`src/hw/spr_pkg.sv`:
```
package spr_pkg;

  // ----------------------------------------------------------------
  // register map
  // ----------------------------------------------------------------
  localparam logic [7:0] ADR_CFG = 8'h00;
  localparam logic [7:0] ADR_ID = 8'h01;
  localparam logic [7:0] ADR_GRADE = 8'h02;
  localparam logic [7:0] ADR_INDEX = 8'h05;
  localparam logic [7:0] ADR_PROG_LO = 8'h08;
  localparam logic [7:0] ADR_PROG_HI = 8'h25;
  localparam logic [7:0] ADR_MODES = 8'h08;
  localparam logic [7:0] ADR_CLOCK = 8'h09;
  localparam logic [7:0] ADR_FILTER = 8'h0f;
  localparam logic [7:0] ADR_OFFSET = 8'h10;
  localparam logic [7:0] ADR_GAIN = 8'h11;
  localparam logic [7:0] ADR_PHASE = 8'h16;
  localparam logic [7:0] ADR_XFER = 8'hff;
  localparam int NPROG = 30;

  // ----------------------------------------------------------------
  // reset values and fields
  // ----------------------------------------------------------------
  localparam logic [7:0] CFG_FIXED = 8'h18;
  localparam logic [7:0] GRADE_RST = 8'h00;
  localparam logic [7:0] INDEX_RST = 8'h0f;
  localparam logic [7:0] CLOCK_RST = 8'h01;
  localparam logic [7:0] FILTER_RST = 8'h30;
  localparam logic [7:0] OFFSET_RST = 8'h20;
  localparam logic [7:0] GAIN_RST = 8'h01;
  localparam logic [7:0] PHASE_RST = 8'h03;
  localparam int CFG_LSB_HI = 6;
  localparam int CFG_LSB_LO = 1;
  localparam int CFG_SRST_HI = 5;
  localparam int CFG_SRST_LO = 2;
  localparam int XFER_BIT = 0;
  localparam int DCS_BIT = 0;
  localparam int INS_RW = 15;
  localparam logic [1:0] WL_STREAM = 2'h3;
  localparam logic [1:0] STRAP_WAIT = 2'h3;

  typedef enum logic [1:0] {SPR_IDLE, SPR_INSTR, SPR_DATA} spr_phase_e;

  typedef struct packed {
    logic [1:0] sclk_sync;
    logic [1:0] sdio_sync;
    logic [1:0] csn_sync;
    logic sclk_prev;
    logic [1:0] strap_cnt;
    logic strap_done;
    logic strap_csn;
    logic strap_sclk;
    logic strap_sdio;
    spr_phase_e phase;
    logic [3:0] cnt;
    logic [15:0] sh;
    logic rw;
    logic [1:0] wlen;
    logic [12:0] addr;
    logic [1:0] left;
    logic [7:0] tx;
    logic sdo;
    logic oe;
    logic lsb_first;
    logic [7:0] index;
    logic [NPROG-1:0][7:0] stage;
    logic [NPROG-1:0][7:0] active;
    logic xfer;
    logic srst;
  } spr_state_s;

  function automatic logic [7:0] spr_prog_rst(input logic [7:0] a);
    case (a)
      ADR_CLOCK: return CLOCK_RST;
      ADR_FILTER: return FILTER_RST;
      ADR_OFFSET: return OFFSET_RST;
      ADR_GAIN: return GAIN_RST;
      ADR_PHASE: return PHASE_RST;
      default: return 8'h00;
    endcase
  endfunction : spr_prog_rst

  function automatic spr_state_s spr_rst_state();
    spr_state_s s;
    s = '0;
    s.csn_sync = 2'h3;
    s.phase = SPR_IDLE;
    s.index = INDEX_RST;
    for (int i = 0; i < NPROG; i++) begin
      s.stage[i] = spr_prog_rst(8'(i) + ADR_PROG_LO);
    end
    s.active = s.stage;
    return s;
  endfunction : spr_rst_state

  localparam spr_state_s ST_RST = spr_rst_state();

endpackage : spr_pkg

```
`src/hw/spr_port.sv`:
```
// What this block does
// RULE1: select low plus clock rise starts frame
// RULE2: sixteen-bit instruction, then word-length bytes
// RULE3: word length 11 streams until select high
// RULE4: select high between bytes stalls, resumes
// RULE5: select high mid-byte resets the machine
// RULE6: clock and data decoded only while selected
// RULE7: select high at power-up means pin straps
// RULE8: select tied low gives 2-wire mode
// RULE9: 2-wire host avoids streaming transfers
// RULE10: instruction marks write or readback
// RULE11: readback turns data pin to output
// RULE12: MSB first default, LSB by config
// RULE13: data sampled on clock rise, select on every system clock
// RULE14: drive on falling edge, release on rising
// RULE15: program register writes take effect after transfer write
// RULE16: clock register resets 0x01, stabilizer on
// RULE17: three address groups decoded
// RULE18: host writes undefined addresses only defaults
// RULE19: host writes zero to reserved bits
// RULE20: port config mirrored nibbles, resets 0x18
// RULE21: transfer bit copies staged to active
// RULE22: instruction is rw, two length, address
// RULE23: address steps down MSB-first, up LSB-first
`timescale 1ns/1ps
module spr_port #(
  parameter logic [7:0] CHIP_ID = 8'h5a  // arbitrary value
) (
  input wire logic i_clk_sys,
  input wire logic i_arst_n,
  input wire logic i_ce,
  input wire logic i_sclk,
  input wire logic i_port_select_n,
  input wire logic i_sdio,
  output logic o_sdio,
  output logic o_sdio_oe,
  output logic o_lsb_first,
  output logic o_dcs_enable,
  output logic [2:0] o_power_mode,
  output logic [7:0] o_channel_index,
  output logic o_strap_mode,
  output logic o_strap_sclk,
  output logic o_strap_sdio
);

  spr_pkg::spr_state_s r;
  spr_pkg::spr_state_s next_r;
  logic rise;
  logic fall;
  logic csn;

  // ----------------------------------------------------------------
  // edges of the synchronised serial clock
  // ----------------------------------------------------------------
  // RULE13: rising edge sampling
  assign rise = r.sclk_sync[1] & ~r.sclk_prev;
  assign fall = ~r.sclk_sync[1] & r.sclk_prev;
  assign csn = r.csn_sync[1];

  // RULE17: address decode
  function automatic logic [7:0] rd(input logic [12:0] a);
    logic [7:0] v;
    logic l;
    l = r.lsb_first;
    v = 8'h00;
    // RULE20: mirrored readback
    if (a == 13'(spr_pkg::ADR_CFG)) begin
      v = spr_pkg::CFG_FIXED;
      v[spr_pkg::CFG_LSB_HI] = l;
      v[spr_pkg::CFG_LSB_LO] = l;
    end else if (a == 13'(spr_pkg::ADR_ID)) begin
      v = CHIP_ID;
    end else if (a == 13'(spr_pkg::ADR_GRADE)) begin
      v = spr_pkg::GRADE_RST;
    end else if (a == 13'(spr_pkg::ADR_INDEX)) begin
      v = r.index;
    end else if (a >= 13'(spr_pkg::ADR_PROG_LO) && a <= 13'(spr_pkg::ADR_PROG_HI)) begin
      v = r.stage[5'(a - 13'(spr_pkg::ADR_PROG_LO))];
    end
    return v;
  endfunction : rd

  // ----------------------------------------------------------------
  // next state
  // ----------------------------------------------------------------
  always_comb begin
    logic d;
    logic [15:0] sh16;
    logic [7:0] b;
    logic [12:0] nxa;
    logic wr_srst;
    next_r = r;
    d = r.sdio_sync[1];
    sh16 = 16'h0000;
    b = 8'h00;
    nxa = 13'h0000;
    wr_srst = 1'b0;
    if (i_ce) begin
      // pulses freeze with the rest while the enable is low
      next_r.xfer = 1'b0;
      next_r.srst = 1'b0;
      next_r.sclk_sync = {r.sclk_sync[0], i_sclk};
      next_r.sdio_sync = {r.sdio_sync[0], i_sdio};
      next_r.csn_sync = {r.csn_sync[0], i_port_select_n};
      next_r.sclk_prev = r.sclk_sync[1];
      // RULE7: strap capture after release
      if (!r.strap_done) begin
        next_r.strap_cnt = r.strap_cnt + 2'h1;
        if (r.strap_cnt == spr_pkg::STRAP_WAIT) begin
          next_r.strap_done = 1'b1;
          next_r.strap_csn = csn;
          next_r.strap_sclk = r.sclk_sync[1];
          next_r.strap_sdio = d;
        end
      end
      if (csn) begin
        // RULE6: select high gates the clock and data decode
        next_r.oe = 1'b0;
        // RULE5: mid-byte abort
        if ((r.phase == spr_pkg::SPR_INSTR && r.cnt[2:0] != 3'h0) ||
            (r.phase == spr_pkg::SPR_DATA && r.cnt != 4'h0)) begin
          next_r.phase = spr_pkg::SPR_IDLE;
        // RULE3: stream ends on select high
        end else if (r.phase == spr_pkg::SPR_DATA && r.wlen == spr_pkg::WL_STREAM) begin
          next_r.phase = spr_pkg::SPR_IDLE;
        end
        // RULE4: otherwise the frame simply waits
      end else if (rise) begin
        if (r.phase != spr_pkg::SPR_DATA) begin
          // RULE12: bit order of the shifter
          sh16 = r.lsb_first ? {d, r.sh[15:1]} : {r.sh[14:0], d};
          next_r.sh = sh16;
          next_r.phase = spr_pkg::SPR_INSTR;
          // RULE1: first rise after select low
          // RULE8: no select edge needed, so 2-wire works
          next_r.cnt = (r.phase == spr_pkg::SPR_IDLE) ? 4'h1 : r.cnt + 4'h1;
          // RULE2: sixteenth bit ends instruction
          if (r.phase == spr_pkg::SPR_INSTR && r.cnt == 4'hf) begin
            // RULE22: field layout
            // RULE10: read or write flag
            next_r.rw = sh16[spr_pkg::INS_RW];
            next_r.wlen = sh16[14:13];
            next_r.left = sh16[14:13];
            next_r.addr = sh16[12:0];
            next_r.cnt = 4'h0;
            next_r.phase = spr_pkg::SPR_DATA;
            next_r.tx = rd(sh16[12:0]);
          end
        end else begin
          b = r.lsb_first ? {d, r.sh[7:1]} : {r.sh[6:0], d};
          next_r.sh = {8'h00, b};
          next_r.cnt = r.cnt + 4'h1;
          if (r.cnt == 4'h7) begin
            next_r.cnt = 4'h0;
            // RULE23: address stepping
            nxa = r.lsb_first ? r.addr + 13'h1 : r.addr - 13'h1;
            next_r.addr = nxa;
            next_r.tx = rd(nxa);
            if (!r.rw) begin
              // RULE20: either nibble decodes
              if (r.addr == 13'(spr_pkg::ADR_CFG)) begin
                next_r.lsb_first = b[spr_pkg::CFG_LSB_HI] | b[spr_pkg::CFG_LSB_LO];
                wr_srst = b[spr_pkg::CFG_SRST_HI] | b[spr_pkg::CFG_SRST_LO];
              end else if (r.addr == 13'(spr_pkg::ADR_INDEX)) begin
                next_r.index = b;
              end else if (r.addr == 13'(spr_pkg::ADR_XFER)) begin
                // RULE15: commit only here
                // RULE21: staged to active copy
                if (b[spr_pkg::XFER_BIT]) begin
                  next_r.active = r.stage;
                  next_r.xfer = 1'b1;
                end
              end else if (r.addr >= 13'(spr_pkg::ADR_PROG_LO) &&
                           r.addr <= 13'(spr_pkg::ADR_PROG_HI)) begin
                next_r.stage[5'(r.addr - 13'(spr_pkg::ADR_PROG_LO))] = b;
              end
            end
            if (r.wlen != spr_pkg::WL_STREAM) begin
              if (r.left == 2'h0) begin
                // RULE14: release on a rising edge
                next_r.phase = spr_pkg::SPR_IDLE;
                next_r.oe = 1'b0;
              end else begin
                next_r.left = r.left - 2'h1;
              end
            end
          end
        end
      end else if (fall && r.phase == spr_pkg::SPR_DATA && r.rw) begin
        // RULE11: readback drives the pin
        // RULE14: turn on from a falling edge
        next_r.oe = 1'b1;
        next_r.sdo = r.lsb_first ? r.tx[0] : r.tx[7];
        next_r.tx = r.lsb_first ? {1'b0, r.tx[7:1]} : {r.tx[6:0], 1'b0};
      end
      // soft reset returns registers, not the synchronisers or straps
      if (wr_srst) begin
        next_r.srst = 1'b1;
        next_r.lsb_first = 1'b0;
        next_r.index = spr_pkg::INDEX_RST;
        next_r.stage = spr_pkg::ST_RST.stage;
        next_r.active = spr_pkg::ST_RST.active;
        next_r.phase = spr_pkg::SPR_IDLE;
        next_r.oe = 1'b0;
      end
    end
  end

  // ----------------------------------------------------------------
  // state register
  // ----------------------------------------------------------------
  // RULE16: clock register reset value in ST_RST
  always_ff @(posedge i_clk_sys or negedge i_arst_n) begin
    if (!i_arst_n) begin
      r <= spr_pkg::ST_RST;
    end else begin
      r <= next_r;
    end
  end

  assign o_sdio = r.sdo;
  assign o_sdio_oe = r.oe;
  assign o_lsb_first = r.lsb_first;
  // RULE16: stabilizer follows the active copy
  assign o_dcs_enable = r.active[spr_pkg::ADR_CLOCK - spr_pkg::ADR_PROG_LO][spr_pkg::DCS_BIT];
  assign o_power_mode = r.active[spr_pkg::ADR_MODES - spr_pkg::ADR_PROG_LO][2:0];
  assign o_channel_index = r.index;
  assign o_strap_mode = r.strap_done & r.strap_csn;
  assign o_strap_sclk = r.strap_sclk;
  assign o_strap_sdio = r.strap_sdio;
endmodule : spr_port

```
`config.mk`:
```
export PLATFORM = sky130hd
export DESIGN_NAME = spr_port
export DESIGN_NICKNAME = d
export VERILOG_FILES = /design/src/hw/spr_pkg.sv /design/src/hw/spr_port.sv
export SDC_FILE = /design/constraint.sdc
export NUM_CORES = 1
export LEC_CHECK = 0
export ABC_AREA = 1
export BUFFER_PORTS_ARGS = -buffer_cell sky130_fd_sc_hd__buf_2
export CAP_MARGIN = 20
export CORE_MARGIN = 5
export CORE_UTILIZATION = 55
export DETAILED_ROUTE_END_ITERATION = 12
export PLACE_DENSITY = 0.71
export SYNTH_ARGS = -nofsm -noshare
export SYNTH_HDL_FRONTEND = slang
export SYNTH_SLANG_ARGS = --single-unit
```
`constraint.sdc`:
```
create_clock -name i_clk_sys -period 7 [get_ports i_clk_sys]
set_input_delay 0.7 -clock i_clk_sys [delete_from_list [all_inputs] [get_ports i_clk_sys]]
set_output_delay 0.7 -clock i_clk_sys [all_outputs]
set_load 0.01 [all_outputs]
```
==> metrics.txt <==
# TYPE chip_impl_metric gauge
chip_impl_info{name="outcome",value="completed"} 1
chip_impl_metric{name="syn_nets",unit=""} 3063
chip_impl_metric{name="place.gp.congestion",unit=""} 1.013
chip_impl_metric{name="ys_seq_area_share",unit="%"} 38.57
chip_impl_metric{name="post-route-period-util",unit="%"} 60.44
chip_impl_metric{name="routedWlPerCell",unit="um"} 22.06
chip_impl_metric{name="num_rows",unit=""} 70
chip_impl_metric{name="fin_worst_hold_slack",unit="ps"} 182.8
chip_impl_info{name="crit_chain",value="buf_4 -> nand2_2 -> nand2_4 -> buf_4 -> nand2_1 -> nand3_1 -> nand3_1 -> nand2_1 -> nand2_1 -> o21ai_0 -> nand3_1 -> nand2_1 -> a21oi_1 -> o21ai_0 -> nand2_1 -> nand2_1"} 1
chip_impl_metric{name="power.leakage",unit="nW"} 9.658
chip_impl_info{name="layout.cells.most_common",value="sky130_fd_sc_hd__nand2_1"} 1
chip_impl_metric{name="totalNegativeSetupSlack",unit="ps"} 0
chip_impl_metric{name="latest_clock_arrival_within_the_worst_skew_pair",unit="ps"} 580
chip_impl_info{name="timing_worst_setup_path_type",value="reg -> reg"} 1
chip_impl_metric{name="relSlewSlack",unit="%"} 27.28
chip_impl_metric{name="grt_max_degree",unit=""} 129
chip_impl_metric{name="groute.usage.overall",unit="%"} 36.29
chip_impl_metric{name="synthAdderAreaFrac",unit="%"} 1.376
chip_impl_metric{name="avgSynthCellArea",unit="sq um"} 6.770
chip_impl_metric{name="overflow",unit=""} 0
chip_impl_metric{name="timing_max_transition_violations_final",unit=""} 0
chip_impl_metric{name="synth_compound_gate_area_share",unit="%"} 17.24
chip_impl_metric{name="tritoncts.num_buffers",unit=""} 38
chip_impl_info{name="crit_top_cell",value="sky130_fd_sc_hd__nand2_1"} 1
chip_impl_metric{name="drcViolationCount",unit=""} 0
chip_impl_metric{name="finalWorstPathRequiredPeriod",unit="ps"} 4231
chip_impl_metric{name="first_global_vias",unit=""} 19690
chip_impl_metric{name="dr_total_vias",unit=""} 21130
chip_impl_metric{name="critical_path.max_fanout",unit=""} 49
chip_impl_metric{name="r2r.worst_path.cells",unit=""} 16
chip_impl_info{name="r2r_end",value="r[493]"} 1
chip_impl_metric{name="io_buffers",unit=""} 23
chip_impl_metric{name="synthToLayoutAreaGrowth",unit="%"} 6.418
chip_impl_metric{name="drtIter0Drc",unit=""} 2787
chip_impl_info{name="crit_path_top_delay_cell",value="sky130_fd_sc_hd__nand2_4"} 1
chip_impl_metric{name="detailedPlacementHpwl",unit="um"} 52190
chip_impl_metric{name="ctsHtreeMaxLevel",unit=""} 2
chip_impl_metric{name="chipWidth",unit="um"} 203.3
chip_impl_metric{name="synth_edf_count",unit=""} 0
chip_impl_metric{name="postRouteAntennaNets",unit=""} 0
chip_impl_info{name="cp-end-kind",value="flip-flop"} 1
chip_impl_metric{name="cp.required",unit="ps"} 7520
chip_impl_info{name="startpoint",value="o_lsb_first"} 1
chip_impl_metric{name="reg2reg_setup_slack",unit="ps"} 2770
chip_impl_metric{name="chipHeight",unit="um"} 203.3
chip_impl_metric{name="timing.critical_path.slowest_cell_delay",unit="ps"} 670
chip_impl_info{name="synth_top_family_by_area",value="simple AND/OR/NAND/NOR gates"} 1
chip_impl_metric{name="finClkSkew",unit="ps"} 30.57
chip_impl_metric{name="router_iterations_before_antenna_repair",unit=""} 6
chip_impl_metric{name="synthMuxAreaShare",unit="%"} 0.2984
chip_impl_metric{name="detail_route.wirelength",unit="um"} 76240
chip_impl_metric{name="grt_pass1_wl",unit="um"} 117000
chip_impl_metric{name="post_synth_xor_area_fraction",unit="%"} 0.08525
chip_impl_metric{name="hold_buffers",unit=""} 0
chip_impl_metric{name="avgViaCountPerCell",unit=""} 6.115
chip_impl_info{name="critical_path.reg2reg.startpoint",value="o_lsb_first"} 1
chip_impl_metric{name="fin_nets",unit=""} 2988
chip_impl_metric{name="achievable-frequency",unit="MHz"} 236.4
chip_impl_metric{name="grt_antenna_before_repair",unit=""} 0
chip_impl_info{name="synth_flop_cell",value="sky130_fd_sc_hd__dfrtp_1"} 1
chip_impl_metric{name="num_antenna_cells",unit=""} 0
chip_impl_metric{name="synth.yosys.warnings",unit=""} 0
chip_impl_metric{name="clk_transition_reported_paths",unit="ps"} 70
chip_impl_info{name="cts_tree",value="yes"} 1
chip_impl_metric{name="setup_viol",unit=""} 0
chip_impl_metric{name="syn_std_cell_area",unit="sq um"} 20550
chip_impl_metric{name="design_area",unit="sq um"} 21870
chip_impl_metric{name="drv_cap",unit=""} 0
chip_impl_metric{name="peakVddDrop",unit="mV"} 0.2597
chip_impl_metric{name="synth_cells",unit=""} 3035
chip_impl_metric{name="final_layout_size_suffix_gt1_share",unit="%"} 8.099
chip_impl_metric{name="initial_core_util",unit="%"} 55.86
chip_impl_info{name="start_kind",value="flip-flop"} 1
chip_impl_info{name="clock_tree.root_cell",value="sky130_fd_sc_hd__clkbuf_16"} 1
chip_impl_metric{name="async_s_r_ff_share_synth",unit="%"} 100.0
chip_impl_metric{name="hold_viol",unit=""} 0
chip_impl_metric{name="critical_path_arrival",unit="ps"} 4750
chip_impl_info{name="unrepaired_setup_endpoints_after_global_routing",value="no"} 1
chip_impl_metric{name="postSynthRegisterBits",unit=""} 316
chip_impl_info{name="hp-class",value="in -> async"} 1
chip_impl_metric{name="power.density_cell_area",unit="nW/um^2"} 258.2
chip_impl_metric{name="dpl-instance-area",unit="sq um"} 20610
chip_impl_info{name="crit_end",value="r[493]"} 1
chip_impl_metric{name="synthDistinctLibCells",unit=""} 54
chip_impl_metric{name="cts_repair_resize_count",unit=""} 0
chip_impl_info{name="layout.cells.most_common_list",value="1,103 x sky130_fd_sc_hd__nand2_1, 300 x sky130_fd_sc_hd__dfrtp_1, 296 x sky130_fd_sc_hd__o21ai_0, 237 x sky130_fd_sc_hd__inv_1, 209 x sky130_fd_sc_hd__nand3_1"} 1
chip_impl_metric{name="pin_count",unit=""} 24
chip_impl_metric{name="cts.sink_count",unit=""} 316
chip_impl_metric{name="die_area",unit="sq um"} 41320
chip_impl_metric{name="synthSimpleGateAreaFrac",unit="%"} 33.18
chip_impl_metric{name="actual_transition_at_the_worst_max_transition_pin",unit="ps"} 1090
chip_impl_metric{name="cts-root-to-sink-buffers",unit=""} 3
chip_impl_metric{name="cts.repair_timing.setup_buffer_count",unit=""} 0
chip_impl_metric{name="design.core.area",unit="sq um"} 36790
-- where the power goes --
part	switching (W)	internal, W
Clock	0.000825	0.00113
Combinational	0.00123	0.000451
Sequential	0.0000781	0.00193
Total	0.00213	0.00351
-- critical path, delay by kind of cell, from the launching register on --
family,cells,cell delay [ps]
AO/OA/AOI/OAI,3,630
AND/OR/NAND/NOR,11,2010
flip-flops,1,470
buffers and inverters,2,990
-- cell type report --
type                            instances  area (sq um)
Fill cell                            3524         14920
Multi-Input combinational cell       2299         10770
Sequential cell                       316          7930
Clock buffer                           60          1115
Inverter                              255         962.2
Tap cell                              468         585.6
Timing Repair Buffer                   50         420.4
Clock inverter                          8         86.33
-- state kept, by name (all words and copies together) (netlist names) --
signal / flops
o_channel_index: 8
csn: 1
r: 298
o_dcs_enable: 1
o_sdio: 1
o_strap_sclk: 1
o_power_mode: 3
o_strap_sdio: 1
o_sdio_oe: 1
o_lsb_first: 1
-- worst min path at each step --
stage	endpoint	slack (ps)
6_report	r[338]	180
5_1_grt	r[338]	250
4_1_cts	r[480]	230
3_5_place_dp	r[548]	460
3_3_place_gp	r[548]	450
2_1_floorplan	o_channel_index[4]	400
-- cells by family after synthesis --
group	count (synthesis)
simple gates	1630
compound gates	639
buf+inv	420
flops	316
fa+ha+maj	22
mux	6
xor+xnor	2
-- through the flow --
step                setup slack [ps]  instances  total power [W]  util [%]
floorplan                       3478       3035         0.003013         -
global placement                2528       3384         0.003600     55.88
detailed placement              2993       3386         0.003630     56.03
CTS                             2971       3454         0.005580     59.29
global route                    2622       3456         0.005860     59.44
finish                          2769       3456         0.005647     59.44
-- layer usage --
metal,track usage (%),vias up,wire [um]
li1,-,9691,-
met1,49.72,9920,31210
met2,54.29,1237,32780
met3,9.477,285,8030
met4,16.57,0,4217
met5,0,-,0
-- synth_stat cells, drive strengths merged, types with 14 or more instances --
library cell | n | area [sq um]
o21ai | 412 | 2103
nor2 | 216 | 898.4
o22ai | 31 | 193.9
buf | 118 | 762.0
nand3 | 214 | 1096
o211ai | 27 | 202.7
clkbuf | 47 | 176.4
ha | 21 | 262.8
a22oi | 17 | 127.6
dfstp | 14 | 367.9
nand2 | 1135 | 4413
dfrtp | 302 | 7557
o31ai | 18 | 135.1
nand4 | 14 | 93.84
a21oi | 110 | 588.1
or2 | 30 | 187.7
inv | 251 | 942.2
No activity file was read; power rests on OpenSTA's default activity.
